[src/hw/csg_pkg.sv]
package csg_pkg;

	// ----------------------------------------
	// Timing
	// ----------------------------------------
	localparam int CLK_MHZ          = 250;
	localparam int CLK_HZ           = 250_000_000;
	localparam int LP_INT_HZ        = 32_768;
	localparam int LP_INT_DIV_CYC   = CLK_HZ / LP_INT_HZ;
	localparam int LP_STOP_PERIODS  = 4;
	localparam int LP_STOP_CYC      = (CLK_HZ / LP_INT_HZ) * LP_STOP_PERIODS;
	localparam int LP_WAIT_BASE_TCK = 4_096;
	localparam int HS_WAIT_BASE_TCK = 128;
	localparam logic [19:0] FAST_WAIT_TCK = 20'h0_0010;
	localparam logic [7:0]  BOOST_TCK     = 8'h40;

	// Fast oscillator frequencies in MHz
	localparam int FAST_F0_MHZ = 20;
	localparam int FAST_F1_MHZ = 16;
	localparam int FAST_F2_MHZ = 12;
	localparam int FAST_F3_MHZ = 8;
	localparam int FAST_F4_MHZ = 2;
	localparam int FAST_F5_MHZ = 1;

	// ----------------------------------------
	// Sources
	// ----------------------------------------
	typedef enum logic [1:0] {
		SRC_FAST = 2'b00,
		SRC_LP   = 2'b01,
		SRC_HS   = 2'b10,
		SRC_EXT  = 2'b11
	} csg_src_t;

	// ----------------------------------------
	// Register offsets
	// ----------------------------------------
	localparam logic [7:0] OFS_SRC_EN   = 8'h00;
	localparam logic [7:0] OFS_FAST_CFG = 8'h04;
	localparam logic [7:0] OFS_SYS_CLK  = 8'h08;
	localparam logic [7:0] OFS_PER_CLK  = 8'h0C;
	localparam logic [7:0] OFS_SLEEP    = 8'h10;
	localparam logic [7:0] OFS_WAIT     = 8'h14;
	localparam logic [7:0] OFS_CLK_OUT  = 8'h18;
	localparam logic [7:0] OFS_STATUS   = 8'h1C;
	localparam logic [7:0] OFS_INT_STAT = 8'h20;
	localparam logic [7:0] OFS_INT_CLR  = 8'h24;
	localparam logic [7:0] OFS_INT_EN   = 8'h28;

	// ----------------------------------------
	// Reset values
	// ----------------------------------------
	localparam logic [3:0] SRC_EN_RST   = 4'h1;
	localparam logic [2:0] FAST_SEL_RST = 3'h3;
	localparam logic [1:0] DIV_RST      = 2'h0;

	// Cycles of CLK_IN per fast oscillator period
	function automatic logic [7:0] fast_period(input logic [2:0] sel);
		unique case (sel)
			3'h0: fast_period = 8'(CLK_MHZ / FAST_F0_MHZ);
			3'h1: fast_period = 8'(CLK_MHZ / FAST_F1_MHZ);
			3'h2: fast_period = 8'(CLK_MHZ / FAST_F2_MHZ);
			3'h4: fast_period = 8'(CLK_MHZ / FAST_F4_MHZ);
			3'h5: fast_period = 8'(CLK_MHZ / FAST_F5_MHZ);
			default: fast_period = 8'(CLK_MHZ / FAST_F3_MHZ);
		endcase
	endfunction

endpackage : csg_pkg

[src/hw/csg_clk_div.sv]
module csg_clk_div (
	input  wire logic           CLK_IN,
	input  wire logic           SYS_RST_IN,
	input  wire logic [3:0]     TICK_IN,
	input  wire csg_pkg::csg_src_t SRC_IN,
	input  wire logic [1:0]     DIV_IN,
	output logic                EN_OUT
);
	import csg_pkg::*;

	typedef struct packed {
		csg_src_t   src;
		logic [1:0] div;
		logic [2:0] cnt;
		logic       en;
	} csg_div_state_t;

	csg_div_state_t s_reg;
	csg_div_state_t s_next;

	// ----------------------------------------
	// Divider
	// ----------------------------------------
	always_comb begin
		s_next     = s_reg;
		s_next.src = SRC_IN;
		s_next.div = DIV_IN;
		s_next.en  = 1'b0;
		if (SRC_IN != s_reg.src || DIV_IN != s_reg.div) begin
			s_next.cnt = 3'h0;
		end else if (TICK_IN[s_reg.src]) begin
			if (s_reg.cnt == 3'((4'h1 << s_reg.div) - 4'h1)) begin
				s_next.cnt = 3'h0;
				s_next.en  = 1'b1;
			end else begin
				s_next.cnt = s_reg.cnt + 3'h1;
			end
		end
		if (SYS_RST_IN) begin
			s_next     = '0;
			s_next.src = SRC_FAST;
			s_next.div = DIV_RST;
		end
	end

	always_ff @(posedge CLK_IN) begin
		s_reg <= s_next;
	end

	assign EN_OUT = s_reg.en;

endmodule // csg_clk_div

[src/hw/csg_top.sv]
// The placing of the registers and the APB interface to the registers were chosen for this implementation.
module csg_top #(
	parameter int LP_INT_DIV   = csg_pkg::LP_INT_DIV_CYC,
	parameter int LP_STOP_TO   = csg_pkg::LP_STOP_CYC,
	parameter int LP_WAIT_BASE = csg_pkg::LP_WAIT_BASE_TCK,
	parameter int HS_WAIT_BASE = csg_pkg::HS_WAIT_BASE_TCK
) (
	input  wire logic        CLK_IN,
	input  wire logic        SYS_RST_IN,
	input  wire logic        PSEL_IN,
	input  wire logic        PENABLE_IN,
	input  wire logic        PWRITE_IN,
	input  wire logic [7:0]  PADDR_IN,
	input  wire logic [31:0] PWDATA_IN,
	output logic      [31:0] PRDATA_OUT,
	output logic             PREADY_OUT,
	output logic             PSLVERR_OUT,
	input  wire logic        SLEEP_REQ_IN,
	input  wire logic        LP_XTAL_IN,
	input  wire logic        HS_XTAL_IN,
	input  wire logic        EXT_CLK_IN,
	output logic             FAST_OSC_EN_OUT,
	output logic             LP_OSC_EN_OUT,
	output logic             HS_OSC_EN_OUT,
	output logic             EXT_CLK_EN_OUT,
	output logic             LP_XTAL_SEL_OUT,
	output logic             LP_BOOST_OUT,
	output logic             SYS_CLK_EN_OUT,
	output logic             PER_CLK_EN_OUT,
	output logic             CLK_OUT_PIN_OUT,
	output logic             IRQ_OUT
);
	import csg_pkg::*;

	// ----------------------------------------
	// State
	// ----------------------------------------
	typedef struct packed {
		logic [2:0]       sync1;
		logic [2:0]       sync2;
		logic [2:0]       prev;
		logic [7:0]       fast_cnt;
		logic [15:0]      lp_div_cnt;
		logic [3:0]       en;
		logic             lp_xtal;
		logic             boost_en;
		logic [2:0]       fast_sel;
		csg_src_t         sys_src;
		logic [1:0]       sys_div;
		csg_src_t         per_src;
		logic [1:0]       per_div;
		logic [3:0]       stop_mask;
		csg_src_t         wake_src;
		logic             wake_sw;
		logic [3:0]       wake_val;
		logic [3:0]       wake_chg;
		logic [1:0]       lp_wt;
		logic [2:0]       hs_wt;
		logic             clkout_en;
		csg_src_t         clkout_src;
		logic             clkout;
		logic [3:0]       run;
		logic [3:0]       ready;
		logic [2:0][19:0] wcnt;
		logic [19:0]      idle_cnt;
		logic [7:0]       boost_cnt;
		logic             boost;
		logic [4:0]       int_stat;
		logic [4:0]       int_en;
		logic             irq;
		logic             sleep_prev;
		logic             pready;
		logic             pslverr;
		logic [31:0]      prdata;
	} csg_state_t;

	csg_state_t  s_reg;
	csg_state_t  s_next;
	logic [2:0]  pin_edge;
	logic        fast_tick;
	logic        lp_int_tick;
	logic [3:0]  raw_tick;
	logic [3:0]  gated_tick;
	logic [3:0]  run_calc;
	logic [4:0]  evt;
	logic        stop_evt;
	logic        sleep_exit;
	logic        acc_wr;
	logic        acc_rd;
	logic [19:0] target;

	// Mapped register word
	function automatic logic addr_hit(input logic [7:0] a);
		unique case (a)
			OFS_SRC_EN, OFS_FAST_CFG, OFS_SYS_CLK, OFS_PER_CLK, OFS_SLEEP, OFS_WAIT,
			OFS_CLK_OUT, OFS_STATUS, OFS_INT_STAT, OFS_INT_CLR, OFS_INT_EN: addr_hit = 1'b1;
			default: addr_hit = 1'b0;
		endcase
	endfunction

	// Stabilization length in own ticks
	function automatic logic [19:0] wait_len(input int idx, input logic [1:0] lw, input logic [2:0] hw);
		unique case (idx)
			0: wait_len = FAST_WAIT_TCK;
			1: wait_len = 20'(LP_WAIT_BASE) << lw;
			default: wait_len = 20'(HS_WAIT_BASE) << hw;
		endcase
	endfunction

	// ----------------------------------------
	// Next state
	// ----------------------------------------
	always_comb begin
		s_next = s_reg;
		target = 20'h0_0000;
		evt    = 5'h00;

		// Pins pass two flops before use
		s_next.sync1 = {EXT_CLK_IN, HS_XTAL_IN, LP_XTAL_IN};
		s_next.sync2 = s_reg.sync1;
		s_next.prev  = s_reg.sync2;
		pin_edge     = s_reg.sync2 & ~s_reg.prev;

		fast_tick = s_reg.run[0] && (s_reg.fast_cnt >= fast_period(s_reg.fast_sel) - 8'h01);
		s_next.fast_cnt = (!s_reg.run[0] || fast_tick) ? 8'h00 : s_reg.fast_cnt + 8'h01;

		lp_int_tick = s_reg.run[1] && !s_reg.lp_xtal && (s_reg.lp_div_cnt >= 16'(LP_INT_DIV - 1));
		s_next.lp_div_cnt = (!s_reg.run[1] || s_reg.lp_xtal || lp_int_tick) ? 16'h0000
			: s_reg.lp_div_cnt + 16'h0001;

		raw_tick[0] = fast_tick;
		raw_tick[1] = s_reg.run[1] && (s_reg.lp_xtal ? pin_edge[0] : lp_int_tick);
		raw_tick[2] = s_reg.run[2] && pin_edge[1];
		raw_tick[3] = s_reg.run[3] && pin_edge[2];
		gated_tick  = raw_tick & s_reg.ready;

		for (int i = 0; i < 3; i++) begin
			target = wait_len(i, s_reg.lp_wt, s_reg.hs_wt);
			if (!s_reg.run[i]) begin
				s_next.wcnt[i]  = 20'h0_0000;
				s_next.ready[i] = 1'b0;
			end else if (!s_reg.ready[i] && raw_tick[i]) begin
				s_next.wcnt[i] = s_reg.wcnt[i] + 20'h0_0001;
				if (s_reg.wcnt[i] + 20'h0_0001 >= target) begin
					s_next.ready[i] = 1'b1;
					evt[i]          = 1'b1;
				end
			end
		end
		s_next.ready[3] = s_reg.run[3];
		evt[3]          = s_reg.run[3] && !s_reg.ready[3];

		stop_evt = 1'b0;
		if (s_reg.run[1] && s_reg.lp_xtal && s_reg.ready[1]) begin
			s_next.idle_cnt = raw_tick[1] ? 20'h0_0000 : s_reg.idle_cnt + 20'h0_0001;
			if (s_reg.idle_cnt == 20'(LP_STOP_TO - 1)) begin
				stop_evt = 1'b1;
			end
		end else begin
			s_next.idle_cnt = 20'h0_0000;
		end
		evt[4] = stop_evt;

		// ----------------------------------------
		// Register bus
		// ----------------------------------------
		// Zero wait after one registered stall cycle
		acc_rd = PSEL_IN && PENABLE_IN && !s_reg.pready;
		acc_wr = PSEL_IN && PENABLE_IN && s_reg.pready && PWRITE_IN && !s_reg.pslverr;
		s_next.pready  = acc_rd;
		s_next.pslverr = acc_rd && !addr_hit(PADDR_IN);
		s_next.prdata  = 32'h0000_0000;
		if (acc_rd && !PWRITE_IN) begin
			unique case (PADDR_IN)
				OFS_SRC_EN:   s_next.prdata = {26'h0, s_reg.boost_en, s_reg.lp_xtal, s_reg.en};
				OFS_FAST_CFG: s_next.prdata = {29'h0, s_reg.fast_sel};
				OFS_SYS_CLK:  s_next.prdata = {28'h0, s_reg.sys_div, s_reg.sys_src};
				OFS_PER_CLK:  s_next.prdata = {28'h0, s_reg.per_div, s_reg.per_src};
				OFS_SLEEP:    s_next.prdata = {16'h0, s_reg.wake_chg, s_reg.wake_val, 1'b0,
					s_reg.wake_sw, s_reg.wake_src, s_reg.stop_mask};
				OFS_WAIT:     s_next.prdata = {25'h0, s_reg.hs_wt, 2'h0, s_reg.lp_wt};
				OFS_CLK_OUT:  s_next.prdata = {29'h0, s_reg.clkout_src, s_reg.clkout_en};
				OFS_STATUS:   s_next.prdata = {22'h0, s_reg.boost, s_reg.sleep_prev, s_reg.run, s_reg.ready};
				OFS_INT_STAT: s_next.prdata = {27'h0, s_reg.int_stat};
				OFS_INT_EN:   s_next.prdata = {27'h0, s_reg.int_en};
				default:      s_next.prdata = 32'h0000_0000;
			endcase
		end
		if (acc_wr) begin
			unique case (PADDR_IN)
				OFS_SRC_EN: begin
					s_next.en       = PWDATA_IN[3:0];
					s_next.lp_xtal  = PWDATA_IN[4];
					s_next.boost_en = PWDATA_IN[5];
				end
				OFS_FAST_CFG: s_next.fast_sel = PWDATA_IN[2:0];
				OFS_SYS_CLK: begin
					s_next.sys_src = csg_src_t'(PWDATA_IN[1:0]);
					s_next.sys_div = PWDATA_IN[3:2];
				end
				OFS_PER_CLK: begin
					s_next.per_src = csg_src_t'(PWDATA_IN[1:0]);
					s_next.per_div = PWDATA_IN[3:2];
				end
				OFS_SLEEP: begin
					s_next.stop_mask = PWDATA_IN[3:0];
					s_next.wake_src  = csg_src_t'(PWDATA_IN[5:4]);
					s_next.wake_sw   = PWDATA_IN[6];
					s_next.wake_val  = PWDATA_IN[11:8];
					s_next.wake_chg  = PWDATA_IN[15:12];
				end
				OFS_WAIT: begin
					s_next.lp_wt = PWDATA_IN[1:0];
					s_next.hs_wt = PWDATA_IN[6:4];
				end
				OFS_CLK_OUT: begin
					s_next.clkout_en  = PWDATA_IN[0];
					s_next.clkout_src = csg_src_t'(PWDATA_IN[2:1]);
				end
				OFS_INT_EN: s_next.int_en = PWDATA_IN[4:0];
				default: ;
			endcase
		end

		// Set wins over a clear in the same cycle
		s_next.int_stat = (s_reg.int_stat & ~((acc_wr && PADDR_IN == OFS_INT_CLR) ? PWDATA_IN[4:0] : 5'h00))
			| evt;
		s_next.irq = |(s_reg.int_stat & s_reg.int_en);

		// ----------------------------------------
		// Sleep control
		// ----------------------------------------
		sleep_exit        = s_reg.sleep_prev && !SLEEP_REQ_IN;
		s_next.sleep_prev = SLEEP_REQ_IN;
		if (sleep_exit) begin
			if (s_reg.wake_sw) begin
				s_next.sys_src = s_reg.wake_src;
			end
			s_next.en = (s_next.en & ~s_reg.wake_chg) | (s_reg.wake_val & s_reg.wake_chg);
		end

		run_calc   = s_reg.en & ~({4{s_reg.sleep_prev}} & s_reg.stop_mask);
		s_next.run = run_calc;
		if (stop_evt) begin
			s_next.run[1] = 1'b0;
		end

		if (!s_reg.run[1] || !s_reg.lp_xtal) begin
			s_next.boost_cnt = 8'h00;
		end else if (!s_reg.ready[1] && s_reg.wcnt[1] == 20'h0_0000 && !raw_tick[1]
			&& s_reg.boost_en && s_reg.lp_xtal && s_reg.boost_cnt == 8'h00 && !s_reg.boost) begin
			s_next.boost_cnt = BOOST_TCK;
		end else if (raw_tick[1] && s_reg.boost_cnt != 8'h00) begin
			s_next.boost_cnt = s_reg.boost_cnt - 8'h01;
		end
		// Assist only drives a crystal; drop it with the mode bit
		s_next.boost = s_next.lp_xtal && (s_next.boost_cnt != 8'h00 || (s_reg.boost && s_reg.run[1]
			&& !s_reg.ready[1] && s_reg.boost_cnt != 8'h00));

		if (!s_reg.clkout_en) begin
			s_next.clkout = 1'b0;
		end else if (gated_tick[s_reg.clkout_src]) begin
			s_next.clkout = !s_reg.clkout;
		end

		if (SYS_RST_IN) begin
			s_next          = '0;
			s_next.en       = SRC_EN_RST;
			s_next.fast_sel = FAST_SEL_RST;
			s_next.sys_src  = SRC_FAST;
			s_next.sys_div  = DIV_RST;
			s_next.per_src  = SRC_FAST;
			s_next.per_div  = DIV_RST;
			s_next.wake_src = SRC_FAST;
			s_next.clkout_src = SRC_FAST;
		end
	end

	always_ff @(posedge CLK_IN) begin
		s_reg <= s_next;
	end

	// ----------------------------------------
	// Clock dividers
	// ----------------------------------------
	csg_clk_div u_sys_div (
		.CLK_IN     (CLK_IN),
		.SYS_RST_IN (SYS_RST_IN),
		.TICK_IN    (gated_tick),
		.SRC_IN     (s_reg.sys_src),
		.DIV_IN     (s_reg.sys_div),
		.EN_OUT     (SYS_CLK_EN_OUT)
	);

	csg_clk_div u_per_div (
		.CLK_IN     (CLK_IN),
		.SYS_RST_IN (SYS_RST_IN),
		.TICK_IN    (gated_tick),
		.SRC_IN     (s_reg.per_src),
		.DIV_IN     (s_reg.per_div),
		.EN_OUT     (PER_CLK_EN_OUT)
	);

	// ----------------------------------------
	// Outputs
	// ----------------------------------------
	assign PRDATA_OUT      = s_reg.prdata;
	assign PREADY_OUT      = s_reg.pready;
	assign PSLVERR_OUT     = s_reg.pslverr;
	assign FAST_OSC_EN_OUT = s_reg.run[0];
	assign LP_OSC_EN_OUT   = s_reg.run[1];
	assign HS_OSC_EN_OUT   = s_reg.run[2];
	assign EXT_CLK_EN_OUT  = s_reg.run[3];
	assign LP_XTAL_SEL_OUT = s_reg.lp_xtal;
	assign LP_BOOST_OUT    = s_reg.boost;
	assign CLK_OUT_PIN_OUT = s_reg.clkout;
	assign IRQ_OUT         = s_reg.irq;

endmodule // csg_top

[config.mk]
export PLATFORM = sky130hd
export DESIGN_NAME = csg_top
export DESIGN_NICKNAME = d
export VERILOG_FILES = /design/src/hw/csg_pkg.sv /design/src/hw/csg_clk_div.sv /design/src/hw/csg_top.sv
export SDC_FILE = /design/constraint.sdc
export NUM_CORES = 1
export LEC_CHECK = 0
export BUFFER_PORTS_ARGS = -buffer_cell sky130_fd_sc_hd__buf_2
export CAP_MARGIN = 15
export CORE_MARGIN = 1.5
export CORE_UTILIZATION = 50
export CTS_CLUSTER_DIAMETER = 120
export DETAILED_ROUTE_END_ITERATION = 10
export HOLD_SLACK_MARGIN = 0.12
export PLACE_DENSITY = 0.69
export SETUP_SLACK_MARGIN = 0.05
export SYNTH_ARGS = -nofsm -noshare
export SYNTH_HDL_FRONTEND = slang
export SYNTH_SLANG_ARGS = --single-unit
[constraint.sdc]
create_clock -name CLK_IN -period 3.2 [get_ports CLK_IN]
set_input_delay 0.48 -clock CLK_IN [delete_from_list [all_inputs] [get_ports CLK_IN]]
set_output_delay 0.48 -clock CLK_IN [all_outputs]
set_load 0.01 [all_outputs]
======== After elaboration in Yosys (flattened, before gate mapping) ========
Cells that the tools add are included.
word-level totals
  memories kept ........................... 0
  memory bits (writable) .................. 0
  memory bits (read-only) ................. 0
  bits in latches ......................... 0
  input port bits ......................... 49
  output and inout bits ................... 44
  bits in registers ....................... 233
  word-level logic and storage cells ...... 243
operators by class
  reductions and logical operators ........ 86
  order comparisons ....................... 8
  add/sub/neg operators ................... 12
  bitwise operators ....................... 22
  multipliers ............................. 0
  shifts and indexed selects .............. 4
  div/mod/pow operators ................... 0
  muxes and demuxes ....................... 40
  equality and inequality tests ........... 21
operator list
  kind                                                                 number
  one-hot mux 16 bit (10 select lines)                                 1
  adder 20 x 1 -> 20 bit, second input constant                        4
  greater-or-equal comparator 20 bit                                   2
  2-to-1 mux 40 bit                                                    1
  one-hot mux 8 bit (5 select lines)                                   1
  equality test 8 x 5 -> 1 bit, second input constant                  4
  logical AND 1 bit                                                    32
  equality test 8 x 6 -> 1 bit, second input constant                  3
  2-to-1 mux 8 bit                                                     3
  AND reduction 2 bit                                                  11
  AND 4 bit                                                            5
  equality test 20 x 15 -> 1 bit, second input constant                1
  greater-or-equal comparator 20 x 5 -> 1 bit, second input constant   1
  logical NOT 20 bit                                                   1
  OR reduction 2 bit                                                   10
  << shifter 13 x 2 -> 20 bit, first input constant                    1
  << shifter 8 x 3 -> 20 bit, first input constant                     1
  2-to-1 mux 1 bit                                                     18
  adder 16 x 1 -> 16 bit, second input constant                        1
  equality test 8 x 4 -> 1 bit, second input constant                  2
  greater-or-equal comparator 16 x 13 -> 1 bit, second input constant  1
  logical NOT 8 bit                                                    2
  nonzero test 8 bit                                                   2
  subtractor 8 x 1 -> 8 bit, second input constant                     2
  33 further kinds                                                     83

======== Logic depth before layout (Yosys ltp) ========
  depth after elaboration ................. 16
  depth in mapped cells ................... 13
  mapped depth without buffers ............ 13

======== By module ========
Synthesis repeated with hierarchy kept, for this count alone.
second synthesis, totals
  cell total of the unflattened synthesis .. 1245
  area, all modules ....................... 10570.1 sq um
by module, submodules not included
  module       area an instance (sq um)  cells an instance  seq. area each (sq um)  instances
  csg_top      9811.9                    1167               4023.9                  1
  csg_clk_div  379.1                     39                 160.2                   2

======== Worst setup path before layout ========
OpenSTA, ideal clock, no wires.
  path type ............................... reg2reg
  from .................................... reg s_reg[118] (netlist name)
  to ...................................... reg s_reg[137] (netlist name)
  buffers on the path ..................... 1
  required time ........................... 3.068 ns
  data arrival time ....................... 2.514 ns
  setup time .............................. 0.132 ns
  stages on the path, launching flop included .. 12
  clock period less this slack ............ 2.647 ns
  path slack .............................. 0.553 ns
  cell sequence ........................... dfxtp_1 -> and4_1 -> nand2b_1 -> clkbuf_1 -> nor3_1 -> xor2_1 -> ha_1 -> a21o_1 -> a2111oi_0 -> nor2_1 -> o41ai_1 -> a21oi_1
on the way
  longest elaborated chain between the ends .. 3
ends and longest elaborated chain
  element                               line            RTL
  start, declared                       csg_top.sv:77   csg_state_t s_reg;
  start signal, assigned                csg_top.sv:280  s_reg <= s_next;
  adder 20 x 1 -> 20 bit                csg_top.sv:144  if (s_reg.wcnt[i] + 20'h0_0001 >= target) begin
  greater-or-equal comparator 20 bit    csg_top.sv:144
  AND reduction 2 bit (no source line)  --
Every way passes these cells.
A chain may end at the register's enable or synchronous reset.

======== Worst setup path after layout ========
  from .................................... reg s_reg[115] (netlist name)
  to ...................................... reg s_reg[137] (netlist name)
Same word-level chain as after synthesis.

==> metrics.md <==
| Metric | Value |
|---|---|
| Ys async rst share | `0%` |
| Top FF cell, synth | `dfxtp_1` |
| Worst Setup End Kind | `flip-flop` |
| Kind of critical path | `flip-flop to flip-flop` |
| Fin area | `between 10,000 and 15,000 sq um` |
| Via density per instance | `around 5.4` |
| Post-synth EDFFs | `0` |
| H-tree depth | `1` |
| Number of flip-flops in the largest register | `approximately 180` |
| PortBufs | `between 50 and 60` |
| Synthesis-stage register bit count | `between 200 and 250` |
| Met2 usage | `34.0%` |
| Power Density | `roughly 470 nW/um^2` |
| Layout Skew | `between 0.015 and 0.02 ns` |
| Reg2Reg Launch Point | `s_reg[115]` |
| Share of layout cells above drive strength 1 | `a little over a tenth` |
| Leakage | `4.18 nW` |
| DRC viols | `0` |
| CP startpoint | `s_reg[115]` |
| Global-route usage over all layers | `20.9%` |
| Setup violators final | `0` |
| Final WL | `around 23,000 um` |
| Worst-Margin Slew | `0.996 ns` |
| Worst slack, placed | `just over 0.2 ns` |
| Worst EP arrival | `3.23 ns` |
| Max clock buf depth | `3` |
| Ant. Diodes | `0` |
| Max Fclk | `about 350 MHz` |
| RSZ-0062 raised after global routing | `false` |
| Synth warn | `0` |
| # IOs | `93` |
| DPL Wire Length | `roughly 16,000 um` |
| Later-pin clock latency in the skew report | `between 0.5 and 0.6 ns` |
| Die X | `between 100 and 150 um` |
| Minimum clock period | `~2.9 ns` |
| Die Y | `between 100 and 150 um` |
| Via count of the routed design | `between 8,000 and 9,000` |
| Routed Antenna Nets | `0` |
| First-pass GRT wire length | `about 38,000 um` |
| Max_slew headroom | `roughly 33%` |
| Worst setup margin | `~0.34 ns` |
| Mapped Area | `approximately 11,000 sq um` |
| Fin crit share | `89.3%` |
| Post-layout nets | `about 1,400` |
| Initial drt markers | `476` |
| Post-layout util | `around 57%` |
| CTS tree | `done` |
| Antenna violations before repair | `0` |
| Num rows | `52` |
| Avg Cell Area, Syn | `around 8.5 sq um` |
| Sequential fraction of the synthesis area | `about 41%` |
| Post-synthesis cell count | `1,231` |
| Hold Crit Class | `input pin to flip-flop` |
| Core Box Area | `about 20,000 sq um` |
| Startpoint types | `flip-flop` |
| Initial Util | `between 50% and 60%` |
| Hold_ws | `0.194 ns` |
| Root Driver | `clkbuf_16` |
| DR WL/cell | `about 15 um` |
| Setup_tns | `0 ns` |
| Final Hold Viols | `0` |
| Status | `finished, final reports clean` |
| Clock transition at path regs | `around 0.06 ns` |
| Worst Min Path Start | `HS_XTAL_IN` |
| Grt ovf | `0` |
| Commonest non-fill, non-tap cell in the layout | `dfxtp_1` |
| Overall power | `roughly 5.5 mW` |
| Area growth from synthesis to layout | `11.2%` |
| Max-cap violations | `0` |
| Post-CTS Setup Inserts | `0` |
| Number of buffers created by CTS | `24` |
| Pin count of the biggest net entering global routing | `between 40 and 50` |
| Most frequent cells in the layout | `dfxtp_1, nor2_1, nand2_1` |
| Worst R2R Setup Slack | `around 0.34 ns` |
| Vias in the first global route | `~8,000` |
| Final GP Congestion | `between 0.8 and 0.9` |
| Netlist cell types | `70` |
| Met3 usage | `between 3 and 4%` |
| Critical path peak fanout | `4` |
| Grt met1 use | `roughly 28%` |
| Die area | `roughly 22,000 sq um` |
| Dpl cell area | `between 10,000 and 15,000 sq um` |
| Fin. max-slew vios | `0` |
| Req. time, crit path | `3.57 ns` |
| Max VDD drop | `between 0.3 and 0.4 mV` |
| Fin cells | `~1,600` |
| Sink Count | `around 220` |
| Placed Cells | `approximately 1,500` |
| Layer with the highest usage | `met2` |
| Drt first pass iters | `5` |
-- metal layers --
layer  vias to the layer above  wire length [um]  part of all wire (%)
li1                       4302                 -                     -
met1                      3920             10800                    48
met2                       198             10200                    45
met3                        40              1100                   4.8
met4                         0               627                   2.8
met5                         -                 0                     0
-- critical path, stage by stage (launching register included) --
cell       delay [ns]
dfxtp_1          0.41
ha_1             0.18
and2_1           0.16
nand2_1          0.10
nor2_1           0.17
and3_1           0.19
xor2_1           0.17
ha_1             0.26
o2111ai_1        0.10
a21oi_1          0.06
a2111oi_1        0.30
nor2_1           0.11
o41ai_2          0.39
a21oi_1          0.11
-- logic make-up (layout without fill, tap and decap cells) --
kind of cell	count (synthesis)	in the layout	share of synthesized area, %
simple gates	559	559	26.3
flops	217	217	41.3
compound gates	162	162	10.1
xor+xnor	119	119	9.92
buf+inv	105	139	5.05
mux	35	35	3.36
fa+ha+maj	33	33	3.93
other cells	1	19	0.0357
-- final cells by class --
cell class | instances | area (sq um)
multi-input combinational | 927 | 5710
inverter | 20 | 75.1
clock inverter | 7 | 85.1
tap | 270 | 338
clock buffer | 34 | 699
timing repair buffer | 78 | 438
fill | 1893 | 8740
sequential | 217 | 4340
-- path summary, 6_finish.rpt --
kind,to,cells after the start
worst max register to register,s_reg[137],13
worst min register to register,s_reg[212],1
worst max-delay path,s_reg[137],13
worst min-delay path,s_reg[215],2
-- Yosys cell counts (all sizes together), types with 3 or more instances --
master	number	area, sq um
nor4	13	87.6
nor3	28	145
buf	37	275
nor2	182	686
nand4	34	213
or2	4	25.0
nand3	47	235
nand2b	14	87.6
and4	5	43.8
or3	20	126
and3	22	138
a21oi	54	270
mux2i	33	330
a221oi	4	35.0
xnor2	42	368
nor3b	7	52.6
a22o	4	35.0
and2	13	83.8
o21ai	27	135
a2111oi	4	35.0
nand3b	8	60.1
dfxtp	217	4340
o31ai	3	22.5
or4	5	37.5
a22oi	18	135
nand2	114	428
nand4b	5	43.8
a31oi	9	56.3
nor2b	28	175
a211oi	11	87.6
or3b	4	35.0
a211o	6	52.6
xor2	77	674
clkbuf	48	180
ha	33	413
inv	20	75.1
a222oi	3	30.0
-- timing repair --
item	4_1_cts	5_1_grt
setup endpoints to repair	0	4
hold buffers	0	0
resized for setup	0	3
-- power by group --
part / leakage, nW / internal (mW) / total (mW) / switching (mW)
Sequential: 1.75 / 2.71 / 2.72 / 0.00743
Clock: 0.391 / 1.67 / 2.73 / 1.06
Combinational: 2.04 / 0.0305 / 0.0965 / 0.0659
Power figures use the tool's default switching activity.
